<file path="config.mk">
export PLATFORM = sky130hd
export DESIGN_NAME = pm_capability_word
export DESIGN_NICKNAME = d
export VERILOG_FILES = /design/src/logic/pm_cap_pkg.sv /design/src/logic/pm_capability_word.sv /design/src/logic/wake_event_sync.sv
export VERILOG_INCLUDE_DIRS = /design/src /design/src/logic
export SDC_FILE = /design/constraint.sdc
export NUM_CORES = 1
export LEC_CHECK = 0
export BUFFER_PORTS_ARGS = -buffer_cell sky130_fd_sc_hd__buf_2
export CAP_MARGIN = 10
export CORE_MARGIN = 5
export CORE_UTILIZATION = 46
export CTS_BUF_LIST = sky130_fd_sc_hd__clkbuf_8
export DETAILED_ROUTE_END_ITERATION = 16
export PLACE_DENSITY = 0.84
export SETUP_SLACK_MARGIN = 0.2
export SYNTH_ARGS = -nofsm -noshare
export SYNTH_HDL_FRONTEND = slang
export SYNTH_SLANG_ARGS = --single-unit
export TNS_END_PERCENT = 30
</file>
<file path="constraint.sdc">
create_clock -name clock_in -period 3.46 [get_ports clock_in]
set_clock_uncertainty 0.2 [all_clocks]
set_input_delay 0.173 -clock clock_in [delete_from_list [all_inputs] [get_ports clock_in]]
set_output_delay 0.173 -clock clock_in [all_outputs]
set_load 0.02 [all_outputs]
</file>
<file path="src/logic/pm_cap_regs.svh">
/*
 * Offsets, field positions, fixed values and reset values of the power-management
 * capability block. Assumes byte offsets within one function's configuration space.
 */
`ifndef PM_CAP_REGS_SVH
`define PM_CAP_REGS_SVH

// configuration byte offsets
`define PM_CAP_ID_OFS 8'hDC
`define PM_NEXT_PTR_OFS 8'hDD
`define PM_CAP_WORD_OFS 8'hDE
`define PM_CTRL_STAT_OFS 8'hE0
`define PM_DATA_OFS 8'hE3

// fixed list entries
`define PM_CAP_ID_VAL 8'h01
`define PM_NEXT_PTR_VAL 8'h00

// capability word fields
`define PM_CAP_AUX_WAKE_BIT 15
`define PM_CAP_STATE_MASK_LSB 11
`define PM_CAP_STATE_MASK_VAL 4'hF
`define PM_CAP_AUX_WAKE_VAL 1'h1
`define PM_CAP_DEEP_DOZE_BIT 10
`define PM_CAP_LIGHT_DOZE_BIT 9
`define PM_CAP_AUX_CUR_LSB 6
`define PM_CAP_AUX_CUR_VAL 3'h0
`define PM_CAP_DSI_BIT 5
`define PM_CAP_BUS_CLK_BIT 3
`define PM_CAP_VERSION_VAL 3'h2
`define PM_CAP_WORD_RESET 16'hFE0A

// control/status fields
`define PM_CS_BPCC_BIT 23
`define PM_CS_B2B3_BIT 22
`define PM_CS_STATUS_BIT 15
`define PM_CS_SCALE_LSB 13
`define PM_CS_SCALE_VAL 2'h2
`define PM_CS_SELECT_LSB 9
`define PM_CS_ENABLE_BIT 8
`define PM_CS_STATE_LSB 0
`define PM_CS_RESET 24'hC04000
`define PM_DATA_VAL 8'h24

`endif

</file>
<file path="src/logic/pm_cap_pkg.sv">
/*
 * Types shared by the power-management capability block.
 * Assumes the constants of pm_cap_regs.svh are included where offsets are needed.
 */
package pm_cap_pkg;
	// current power state encoding of the control/status register
	typedef enum logic [1:0] {
		PS_D0 = 2'h0,
		PS_D1 = 2'h1,
		PS_D2 = 2'h2,
		PS_D3 = 2'h3
	} power_state_e;

	typedef logic [3:0] state_mask_t;
endpackage

</file>
<file path="src/logic/pm_capability_word.sv">
/*
 * Power-management capability block of a bus-to-card bridge function: list entries,
 * the read-only capability word, the wake status/enable bits and the open-drain wake pin.
 * Assumes a configuration access port decoded for this function, one dword per request,
 * and an external wire resolving the wake pin from its output enable.
 */
// Operation
// sixteen-bit read-only capability word sits at offsets DEh-DFh
// bits 11-14 flag wake ability from D0, D1, D2, D3hot
// bit 15 set only when wake works from auxiliary power
// wake request held until status cleared or enable cleared; a card status request not yet in status ends when its pin falls
// bit 10 reads one: deep doze state supported
// bit 9 reads one: light doze state supported
// auxiliary current field bits 8-6 reads zero
// bit 5 and reserved bit 4 read zero
// bit 3 reads one: wake generation needs the bus clock
// card detect, ready/busy, battery warning wakes need the running clock
// card status change wakes without any bus clock
// bits 2-0 read 010b interface revision
// writing one clears wake status; writing zero does nothing
// wake request asserted only while wake enable is set
// writes to the capability word are ignored
`timescale 1ns/100ps
`include "pm_cap_regs.svh"

module pm_capability_word #(
	parameter logic [3:0] WAKE_STATE_MASK = `PM_CAP_STATE_MASK_VAL,
	parameter logic AUX_WAKE = `PM_CAP_AUX_WAKE_VAL
) (
	input wire logic clock_in,
	input wire logic rst_in,
	input wire logic [7:0] cfg_addr_in,
	input wire logic cfg_rd_in,
	input wire logic cfg_wr_in,
	input wire logic [3:0] cfg_be_in,
	input wire logic [31:0] cfg_wdata_in,
	output logic [31:0] cfg_rdata_out,
	output logic cfg_ack_out,
	input wire logic card_detect_in,
	input wire logic ready_busy_in,
	input wire logic battery_warn_in,
	input wire logic card_status_chg_in,
	output logic wake_pin_out,
	output logic wake_pin_oe_out,
	output logic [1:0] power_state_out
);
	logic [15:0] cap_word;
	logic [31:0] cap_dword;
	logic [31:0] cs_dword;
	logic [3:0] src_level;
	logic [3:0] src_change;
	logic state_allowed;
	logic clocked_event;
	logic status_event;
	logic dword_hit_cs;
	logic dword_hit_cap;
	logic status_clear;
	logic wake_status_flag_r;
	logic wake_status_flag_nxt;
	logic wake_enable_flag_r;
	logic [3:0] data_select_r;
	pm_cap_pkg::power_state_e power_state_r;
	logic [31:0] rdata_r;
	logic ack_r;

	// capability word built from fixed fields; no storage, so writes cannot alter it
	always_comb begin
		cap_word = 16'h0000;
		cap_word[`PM_CAP_AUX_WAKE_BIT] = AUX_WAKE;
		cap_word[`PM_CAP_STATE_MASK_LSB +: 4] = WAKE_STATE_MASK;
		cap_word[`PM_CAP_DEEP_DOZE_BIT] = 1'h1;
		cap_word[`PM_CAP_LIGHT_DOZE_BIT] = 1'h1;
		cap_word[`PM_CAP_AUX_CUR_LSB +: 3] = `PM_CAP_AUX_CUR_VAL;
		cap_word[`PM_CAP_DSI_BIT] = 1'h0;
		cap_word[`PM_CAP_BUS_CLK_BIT] = 1'h1;
		cap_word[2:0] = `PM_CAP_VERSION_VAL;
	end

	// dword at DCh: id, next pointer, then the capability word in the upper half
	assign cap_dword = {cap_word, `PM_NEXT_PTR_VAL, `PM_CAP_ID_VAL};

	// dword at E0h: control/status in the low three bytes, data register on top
	always_comb begin
		cs_dword = 32'h0000_0000;
		cs_dword[31:24] = `PM_DATA_VAL;
		cs_dword[`PM_CS_BPCC_BIT] = 1'h1;
		cs_dword[`PM_CS_B2B3_BIT] = 1'h1;
		cs_dword[`PM_CS_STATUS_BIT] = wake_status_flag_r;
		cs_dword[`PM_CS_SCALE_LSB +: 2] = `PM_CS_SCALE_VAL;
		cs_dword[`PM_CS_SELECT_LSB +: 4] = data_select_r;
		cs_dword[`PM_CS_ENABLE_BIT] = wake_enable_flag_r;
		cs_dword[`PM_CS_STATE_LSB +: 2] = power_state_r;
	end

	// dword index of a byte offset; the low two bits only pick byte lanes
	function automatic logic [5:0] dword_of(input logic [7:0] ofs);
		return ofs[7:2];
	endfunction

	// dword decode on the upper address bits; byte lanes pick fields
	assign dword_hit_cap = (cfg_addr_in[7:2] == dword_of(`PM_CAP_ID_OFS));
	assign dword_hit_cs = (cfg_addr_in[7:2] == dword_of(`PM_CTRL_STAT_OFS));

	// wake sources pass two flops; the card status input also has a clockless path
	wake_event_sync #(
		.WIDTH(4)
	) u_sync (
		.clock_in(clock_in),
		.rst_in(rst_in),
		.src_in({card_status_chg_in, battery_warn_in, ready_busy_in, card_detect_in}),
		.level_out(src_level),
		.change_out(src_change)
	);

	// is the current power state one the mask allows waking from
	assign state_allowed = WAKE_STATE_MASK[power_state_r];

	// detect, ready/busy and battery warning are only seen while the clock runs
	assign clocked_event = |src_change[2:0];
	// card status change counts on its settled rising level
	assign status_event = state_allowed & (clocked_event | (src_change[3] & src_level[3]));

	// write-one-to-clear on byte lane 1 of the control/status dword
	assign status_clear = cfg_wr_in & dword_hit_cs & cfg_be_in[1] &
		cfg_wdata_in[`PM_CS_STATUS_BIT];

	// status sets regardless of enable; an event in the clearing cycle wins
	always_comb begin
		wake_status_flag_nxt = wake_status_flag_r;
		if (status_clear) begin
			wake_status_flag_nxt = 1'h0;
		end
		if (status_event) begin
			wake_status_flag_nxt = 1'h1;
		end
	end

	always_ff @(posedge clock_in) begin
		if (rst_in) begin
			wake_status_flag_r <= 1'h0;
		end else begin
			wake_status_flag_r <= wake_status_flag_nxt;
		end
	end

	// writable control fields; the capability dword has no write path at all
	always_ff @(posedge clock_in) begin
		if (rst_in) begin
			wake_enable_flag_r <= 1'h0;
			data_select_r <= 4'h0;
			power_state_r <= pm_cap_pkg::PS_D0;
		end else if (cfg_wr_in && dword_hit_cs) begin
			if (cfg_be_in[0]) begin
				power_state_r <= pm_cap_pkg::power_state_e'(cfg_wdata_in[1:0]);
			end
			if (cfg_be_in[1]) begin
				wake_enable_flag_r <= cfg_wdata_in[`PM_CS_ENABLE_BIT];
				data_select_r <= cfg_wdata_in[`PM_CS_SELECT_LSB +: 4];
			end
		end
	end

	// read data registered; other dwords of the space return zero here
	always_ff @(posedge clock_in) begin
		if (rst_in) begin
			rdata_r <= 32'h0000_0000;
			ack_r <= 1'h0;
		end else begin
			ack_r <= cfg_rd_in | cfg_wr_in;
			if (cfg_rd_in) begin
				if (dword_hit_cap) begin
					rdata_r <= cap_dword;
				end else if (dword_hit_cs) begin
					rdata_r <= cs_dword;
				end else begin
					rdata_r <= 32'h0000_0000;
				end
			end
		end
	end

	// open drain: drive low while held status is enabled, or straight from the card
	// status pin so a wake still leaves with the bus clock stopped
	assign wake_pin_oe_out = wake_enable_flag_r & (wake_status_flag_r |
		(state_allowed & card_status_chg_in));
	assign wake_pin_out = 1'h0;
	assign cfg_rdata_out = rdata_r;
	assign cfg_ack_out = ack_r;
	assign power_state_out = power_state_r;
endmodule

</file>
<file path="src/logic/wake_event_sync.sv">
/*
 * Synchronises the card-side wake sources and turns each change into a one-cycle pulse.
 * Assumes all inputs are asynchronous pins and clock_in is the running bus clock.
 */
`timescale 1ns/100ps

module wake_event_sync #(
	parameter int WIDTH = 4
) (
	input wire logic clock_in,
	input wire logic rst_in,
	input wire logic [WIDTH-1:0] src_in,
	output logic [WIDTH-1:0] level_out,
	output logic [WIDTH-1:0] change_out
);
	logic [WIDTH-1:0] meta_r;
	logic [WIDTH-1:0] sync_r;
	logic [WIDTH-1:0] last_r;

	// two-stage synchroniser; meta_r feeds only sync_r
	always_ff @(posedge clock_in) begin
		if (rst_in) begin
			meta_r <= '0;
			sync_r <= '0;
		end else begin
			meta_r <= src_in;
			sync_r <= meta_r;
		end
	end

	// previous settled level for change detection
	always_ff @(posedge clock_in) begin
		if (rst_in) begin
			last_r <= '0;
		end else begin
			last_r <= sync_r;
		end
	end

	assign level_out = sync_r;
	assign change_out = sync_r ^ last_r;
endmodule

</file>
==> key figures, run 1 <==
CTS
  – CTS clk-pin slew, worst paths: 0.06 ns
  – Root Driver: clkbuf_8
  – TritonCTS clock tree: built
  – Cts hold-fix bufs: 12
  – PostCTS Resize Cnt: 0
  – Clock Tree Buf Depth: 2
  – Sinks on Clock Net: 32
  – Setup Buffers After CTS: 0
  – H-tree Lvls: 2
  – TritonCTS buffer count: 5
  – Clock Latency Late Sink: 0.28 ns

Worst setup path
  – Crit path top cell by count: buf_2
  – Slowest CP cell: dlygate4sd3_1
  – Top delay family on crit path: buffers and inverters
  – CP Class: input pin to output pin
  – Startpoint of the worst-slack reg-to-reg timing path: u_sync.last_r[2]
  – Worst Path Arrival: 1.14 ns
  – Worst-path cell chain: dlygate4sd3_1 > buf_2 > o21a_1 > buf_2
  – CP max FO: 2
  – Slowest stage delay, CP: 0.53 ns
  – Critical Path RT: 3.09 ns
  – Startpoint Class: input pin
  – Worst reg2reg setup slack: 1.97 ns
  – Setup crit end kind: output pin
  – Reg2Reg Depth: 3
  – R2R Path End: wake_status_flag_r
  – Buf/Inv on CP: 3

Finish
  – ANT cells: 0
  – Most frequent cells in the layout: buf_2, dfxtp_1, a21oi_1
  – # nets final: 247
  – Commonest non-fill, non-tap cell in the layout: buf_2
  – Synthesis-to-finish area growth: 24.5%
  – Share of layout cells above drive strength 1: 0.291
  – Post-Route Utilization: 0.605
  – Fin cells: 227

Logic synthesis
  – Cells after synthesis: 147
  – Synthesis warning total: 0
  – Syn Area/Cell: 9.28 sq um
  – Cell Area, Synth: 1360 sq um
  – Synth unique cells: 24
  – Register bit count reported by yosys: 32
  – Sequential area share after synthesis: 0.470

Timing
  – Final hold vios: 0
  – Final Setup Violations: 0
  – Max-slew violation count: 0
  – Final hold slack: 0.0543 ns
  – Final worst slack: 1.94 ns
  – Worst Tran Pin Value: 0.769 ns
  – Slew margin rel.: 0.485
  – FMAX: 660 MHz
  – Final Critical Period: 1.52 ns
  – Post-route clock period utilization: 0.438
  – Total negative slack: 0 ns
  – Unrepaired setup endpoints after global routing: false

Floorplanning
  – Std-Cell Rows: 19
  – Core area: 2810 sq um
  – Die height: 64.5 microns
  – Starting Density: 0.486
  – Die Wd: 64.5 microns
  – I/O pin count: 89
  – DIE AREA: 4150 sq um

Routing
  – DR WL/cell: 13.1 microns
  – Detailed Route WL: 2980 microns
  – DRC: 0
  – Router iterations before antenna repair: 4
  – Via count: 1,172
  – Vias/cell: 5.16
  – DRT antenna net count: 0
  – DRT iter0 DRCs: 42

Placement
  – Count of input and output buffers: 47
  – Placed cell count: 207
  – Post-DP HPWL: 1980 microns
  – GP Congestion: 0.776
  – Post-Place Setup Slack: 1.80 ns

Global routing
  – Largest net degree at the start of global routing: 33
  – Tot GR Track Use: 0.151
  – Total gr overflow: 0
  – Vias in the first global route: 1,072
  – First-pass GRT wire length: 4870 microns
  – Antenna violations before repair: 0

Power and ir drop
  – Maximum vdd drop: 0.000388 V
  – Leakage: 0.761 nW
  – PwrDens: 436 nW/um^2

Hold path
  – Worst hold endpoint: cfg_rdata_out[30]
  – Cells on Worst Hold Path: 3
  – Min-delay src: cfg_addr_in[4]
  – Worst hold path type: input pin to flop

Run status
  – Outcome: finished clean

Flow run
  – Max Cap Viol: 0
## worst max-delay path by stage
| stage | startpoint | to | slack [ns] | cells past startpoint |
|---|---|---|---|---|
| 3_5_place_dp | cfg_addr_in[3] | wake_status_flag_r | 1.80 | 4 |
| 4_1_cts | card_status_chg_in | wake_pin_oe_out | 1.94 | 4 |
| 6_report | card_status_chg_in | wake_pin_oe_out | 1.94 | 4 |
| 2_1_floorplan | cfg_addr_in[3] | wake_status_flag_r | 2.02 | 4 |
| 5_1_grt | u_sync.level_out[2] | wake_status_flag_r | 1.89 | 3 |
| 3_3_place_gp | cfg_addr_in[3] | cfg_rdata_out[9] | 1.80 | 4 |
## kinds of logic (layout without fill, tap and decap cells)
family | count (synthesis) | in the layout | share of synthesized area
simple gates | 50 | 50 | 0.239
flops | 32 | 32 | 0.470
other cells | 1 | 13 | 0.00275
compound gates | 29 | 29 | 0.118
buf+inv | 32 | 69 | 0.150
xor+xnor | 3 | 3 | 0.0193
## cell type report
class	count	area, sq um
Inverter	2	7.51
Clock inverter	2	10.0
Fill cell	235	1110
Timing Repair Buffer	59	355
Clock buffer	6	82.6
Multi-Input combinational cell	95	563
Sequential cell	32	641
Tap cell	31	38.8
## synthesized netlist by cell type, drive strengths merged
cell type / n / area share
nor4b: 1 / 0.017
nor2b: 12 / 0.055
nand3: 9 / 0.033
clkbuf: 7 / 0.020
conb: 1 / 0.0027
nand4: 10 / 0.046
inv: 2 / 0.0055
a2111oi: 1 / 0.0064
nand2b: 11 / 0.050
dfxtp: 32 / 0.47
xor2: 3 / 0.019
o21ai: 7 / 0.026
or4b: 1 / 0.0073
and4: 2 / 0.013
buf: 23 / 0.12
nor2: 2 / 0.0055
o31ai: 1 / 0.0092
a31oi: 2 / 0.0092
a21oi: 17 / 0.062
o21a: 1 / 0.0055
and4b: 1 / 0.0073
and2: 1 / 0.0046
## per-layer routing
layer | up-vias | wire, microns | global-route usage | part of all wire
li1 | 569 | - | - | -
met1 | 521 | 1130 | 0.168 | 0.38
met2 | 64 | 1390 | 0.229 | 0.47
met3 | 18 | 267 | 0.0553 | 0.090
met4 | 0 | 197 | 0.124 | 0.066
met5 | - | 0 | 0 | 0
## flip-flops by register name (all words and copies together) (netlist names)
name,count
u_sync.level_out,4
wake_enable_flag_r,1
u_sync.meta_r,4
data_select_r,4
power_state_out,2
u_sync.last_r,4
wake_status_flag_r,1
cfg_rdata_out,11
cfg_ack_out,1
## stage by stage
stage          power (mW)  area [sq um]
5_1_grt             0.776          1700
3_5_place_dp        0.448          1490
2_1_floorplan       0.438          1410
4_1_cts             0.744          1700
3_3_place_gp        0.447          1490
6_report            0.739          1700
## worst register-to-register path, delay by kind of cell (launching register included)
kind / cells / cell delay, ns
xor gates and xnor gates: 1 / 0.15
DFF: 1 / 0.31
AOI/OAI and AO/OA: 2 / 0.69
## where the power goes
group / leakage (nW) / switching, mW / internal [mW]
clock: 0.0510 / 0.129 / 0.158
combinational: 0.450 / 0.0424 / 0.0298
sequential: 0.260 / 0.00350 / 0.377
total: 0.761 / 0.175 / 0.565
Note: power is estimated with default switching activity, not from simulation.
==> inputs of run 2 (changes only) <==
ABC_AREA = 1   (was not set)
CORE_UTILIZATION = 43   (was 46)
PLACE_DENSITY = 0.8   (was 0.84)
clock period = 1.4 ns   (was 3.46 ns; I/O delays follow)
==> key figures, run 2 <==
Logic synthesis
  – Most frequent cells after synthesis: nand2_1, dfxtp_1, buf_4 (was dfxtp_1, buf_4, a21oi_1)
  – Synthesis warning total: 0 (unchanged)
  – Synth area leader: dfxtp_1 (unchanged)
  – Synth area leaders: dfxtp_1, buf_4, nand2_1 (was dfxtp_1, buf_4, a21oi_1)
  – Post-synth EDFFs: 0 (unchanged)
  – Most numerous cell in the Yosys netlist: nand2_1 (was dfxtp_1)
  – Syn Area/Cell: 7.91 sq um (was 9.28 sq um)
  – Sequential area share after synthesis: 0.482 (was 0.470)
  – Yosys top cell area share: 0.482 (was 0.470)
  – Synth unique cells: 24 (unchanged)
  – Cell Area, Synth: 1330 sq um (was 1360 sq um)
  – Primary FF master, synth: dfxtp_1 (unchanged)
  – Cells after synthesis: 168 (was 147)
  – Register bit count reported by yosys: 32 (unchanged)
  – Synth async-reset ratio: 0 (unchanged)

Global routing
  – Largest net degree at the start of global routing: 21 (was 33)
  – Total gr overflow: 0 (unchanged)
  – Antenna violations before repair: 0 (unchanged)
  – Tot GR Track Use: 0.145 (was 0.151)
  – First-pass GRT wire length: 4620 microns (was 4870 microns)
  – Vias in the first global route: 1,069 (was 1,072)

Timing
  – Total negative slack: 0 ns (unchanged)
  – Post-route clock period utilization: 0.847
  – Final Critical Period: 1.19 ns
  – Final Setup Violations: 0 (unchanged)
  – Max-slew violation count: 0 (unchanged)
  – Final hold vios: 0 (unchanged)
  – Final worst slack: 0.214 ns (was 1.94 ns)
  – FMAX: 843 MHz
  – Unrepaired setup endpoints after global routing: true (was false)

Worst setup path
  – Buf/Inv on CP: 1 (was 3)
  – CP Class: flop to output pin (was input pin to output pin)
  – CP max FO: 2 (unchanged)
  – Top delay family on crit path: flip-flops (was buffers and inverters)
  – Slowest stage delay, CP: 0.33 ns (was 0.53 ns)
  – Critical Path RT: 1.13 ns (was 3.09 ns)
  – Setup crit end kind: output pin (unchanged)
  – Startpoint Class: flop (was input pin)
  – Worst Path Arrival: 0.92 ns (was 1.14 ns)
  – Worst reg2reg setup slack: 0.27 ns (was 1.97 ns)
  – Slowest CP cell: dfxtp_2 (was dlygate4sd3_1)
  – Worst-path cell chain: o21a_1 > buf_6 (was dlygate4sd3_1 > buf_2 > o21a_1 > buf_2)

Placement
  – GP Congestion: 0.701 (was 0.776)
  – Post-DP HPWL: 1880 microns (was 1980 microns)
  – Count of input and output buffers: 47 (unchanged)
  – Post-Place Setup Slack: 0.203 ns (was 1.80 ns)

Power and ir drop
  – Switching power: 0.456 mW (was 0.175 mW)
  – Power share of the clock group: 0.394 (was 0.388)
  – Leakage: 0.890 nW (was 0.761 nW)
  – Cell Int Power: 1.42 mW (was 0.565 mW)
  – PwrDens: 1030 nW/um^2 (was 436 nW/um^2)
  – Switching Share: 0.243 (was 0.236)
  – Maximum vdd drop: 0.000783 V (was 0.000388 V)
  – Comb power frac: 0.106 (was 0.098)
  – Flop pwr share: 0.500 (was 0.514)

CTS
  – Clock Tree Buf Depth: 2 (unchanged)
  – Clock Latency Late Sink: 0.28 ns (about the same)
  – H-tree Lvls: 2 (unchanged)
  – TritonCTS buffer count: 5 (unchanged)
  – Root Driver: clkbuf_8 (unchanged)
  – Sinks on Clock Net: 32 (unchanged)
  – CTS clk-pin slew, worst paths: 0.07 ns (was 0.06 ns)
  – TritonCTS clock tree: built (unchanged)

Routing
  – DRT iter0 DRCs: 30 (was 42)
  – DRC: 0 (unchanged)
  – DRT antenna net count: 0 (unchanged)
  – DR WL/cell: 11.4 microns (was 13.1 microns)
  – Vias/cell: 4.43 (was 5.16)
  – Via count: 1,179 (was 1,172)
  – Router iterations before antenna repair: 3 (was 4)
  – Detailed Route WL: 3030 microns (was 2980 microns)

Floorplanning
  – Die Wd: 65.6 microns (was 64.5 microns)
  – Starting Density: 0.442 (was 0.486)
  – I/O pin count: 89 (unchanged)
  – Core area: 3000 sq um (was 2810 sq um)
  – Std-Cell Rows: 20 (was 19)
  – Die height: 65.6 microns (was 64.5 microns)
  – DIE AREA: 4300 sq um (was 4150 sq um)

Finish
  – Max reg flops: 11 (unchanged)
  – Most frequent cells in the layout: buf_2, nand2_1, dfxtp_1 (was buf_2, dfxtp_1, a21oi_1)
  – Filler Cell Count: 253 (was 235)
  – # nets final: 284 (was 247)
  – ANT cells: 0 (unchanged)
  – Share of layout cells above drive strength 1: 0.313 (was 0.291)
  – Commonest non-fill, non-tap cell in the layout: buf_2 (unchanged)
  – Synthesis-to-finish area growth: 37.6% (was 24.5%)

Run status
  – Outcome: finished clean (unchanged)

Flow run
  – Max Cap Viol: 0 (unchanged)

Hold path
  – Worst hold path type: input pin to flop (unchanged)
## run 2: area by class of cell
cell class                 instances  area [sq um]  share of cell area
clock buffer                       6          82.6              0.0452
sequential                        32           646               0.353
inverter                          21          83.8              0.0459
multi-input combinational        101           473               0.259
tap                               33          41.3              0.0226
clock inverter                     2          15.0             0.00821
timing repair buffer              71           487               0.266
## run 2: timing repair
action / in CTS / in global routing
hold endpoints to repair: 23 / 2
resized for setup: 3 / 4
hold buffers: 18 / 3
pin swaps: 1 / 1
setup endpoints to repair: 1 / 10
setup buffers: 1 / 0
## run 2: cell families (layout without fill, tap and decap cells)
logic type / Yosys count / after routing / share of synthesized area
buffers and inverters: 47 / 100 / 0.200
flip-flops: 32 / 32 / 0.482
AO/OA/AOI/OAI: 21 / 21 / 0.0819
AND/OR/NAND/NOR: 66 / 66 / 0.227
other: 1 / 13 / 0.00282
XOR/XNOR: 1 / 1 / 0.00659
## run 2: per-stage QoR
stage | util | total power, mW | hold WS [ns] | area (sq um) | instances
global placement | 0.498 | 1.10 | 0.0713 | 1500 | 236
detailed placement | 0.498 | 1.10 | 0.0812 | 1500 | 236
floorplan | - | 1.07 | -0.0606 | 1370 | 180
finish | 0.609 | 1.88 | 0.0382 | 1830 | 266
CTS | 0.596 | 1.89 | -0.0478 | 1790 | 263
global route | 0.609 | 1.96 | 0.0839 | 1830 | 266
## run 2: power by group through the flow
stage               logic, mW  registers, mW  clock network, mW
floorplan               0.113          0.961                  0
global placement        0.140          0.958                  0
detailed placement      0.143          0.959                  0
CTS                     0.187          0.939              0.763
global route            0.219          0.941              0.803
finish                  0.198          0.939              0.740
## run 2: tightest hold or removal path, delay by kind of cell
| kind | cells | cell delay, ns |
|---|---|---|
| buffers and inverters | 3 | 0.20 |
| AND/OR/NAND/NOR | 3 | 0.21 |
## run 2: worst paths after layout
path,cells after the start,end,start
worst min register to register,2,u_sync.level_out[0],u_sync.meta_r[0]
worst max register to register,5,wake_status_flag_r,u_sync.level_out[0]
worst max-delay path,2,wake_pin_oe_out,wake_status_flag_r
worst min-delay path,6,cfg_rdata_out[29],cfg_rd_in
## run 2: layer usage
| metal | track usage | wire, microns | vias up |
|---|---|---|---|
| met5 | 0 | 0 | - |
| met4 | 0.0907 | 80 | 0 |
| met3 | 0.0530 | 254 | 8 |
| met2 | 0.252 | 1570 | 46 |
| met1 | 0.147 | 1120 | 520 |
| li1 | - | - | 605 |
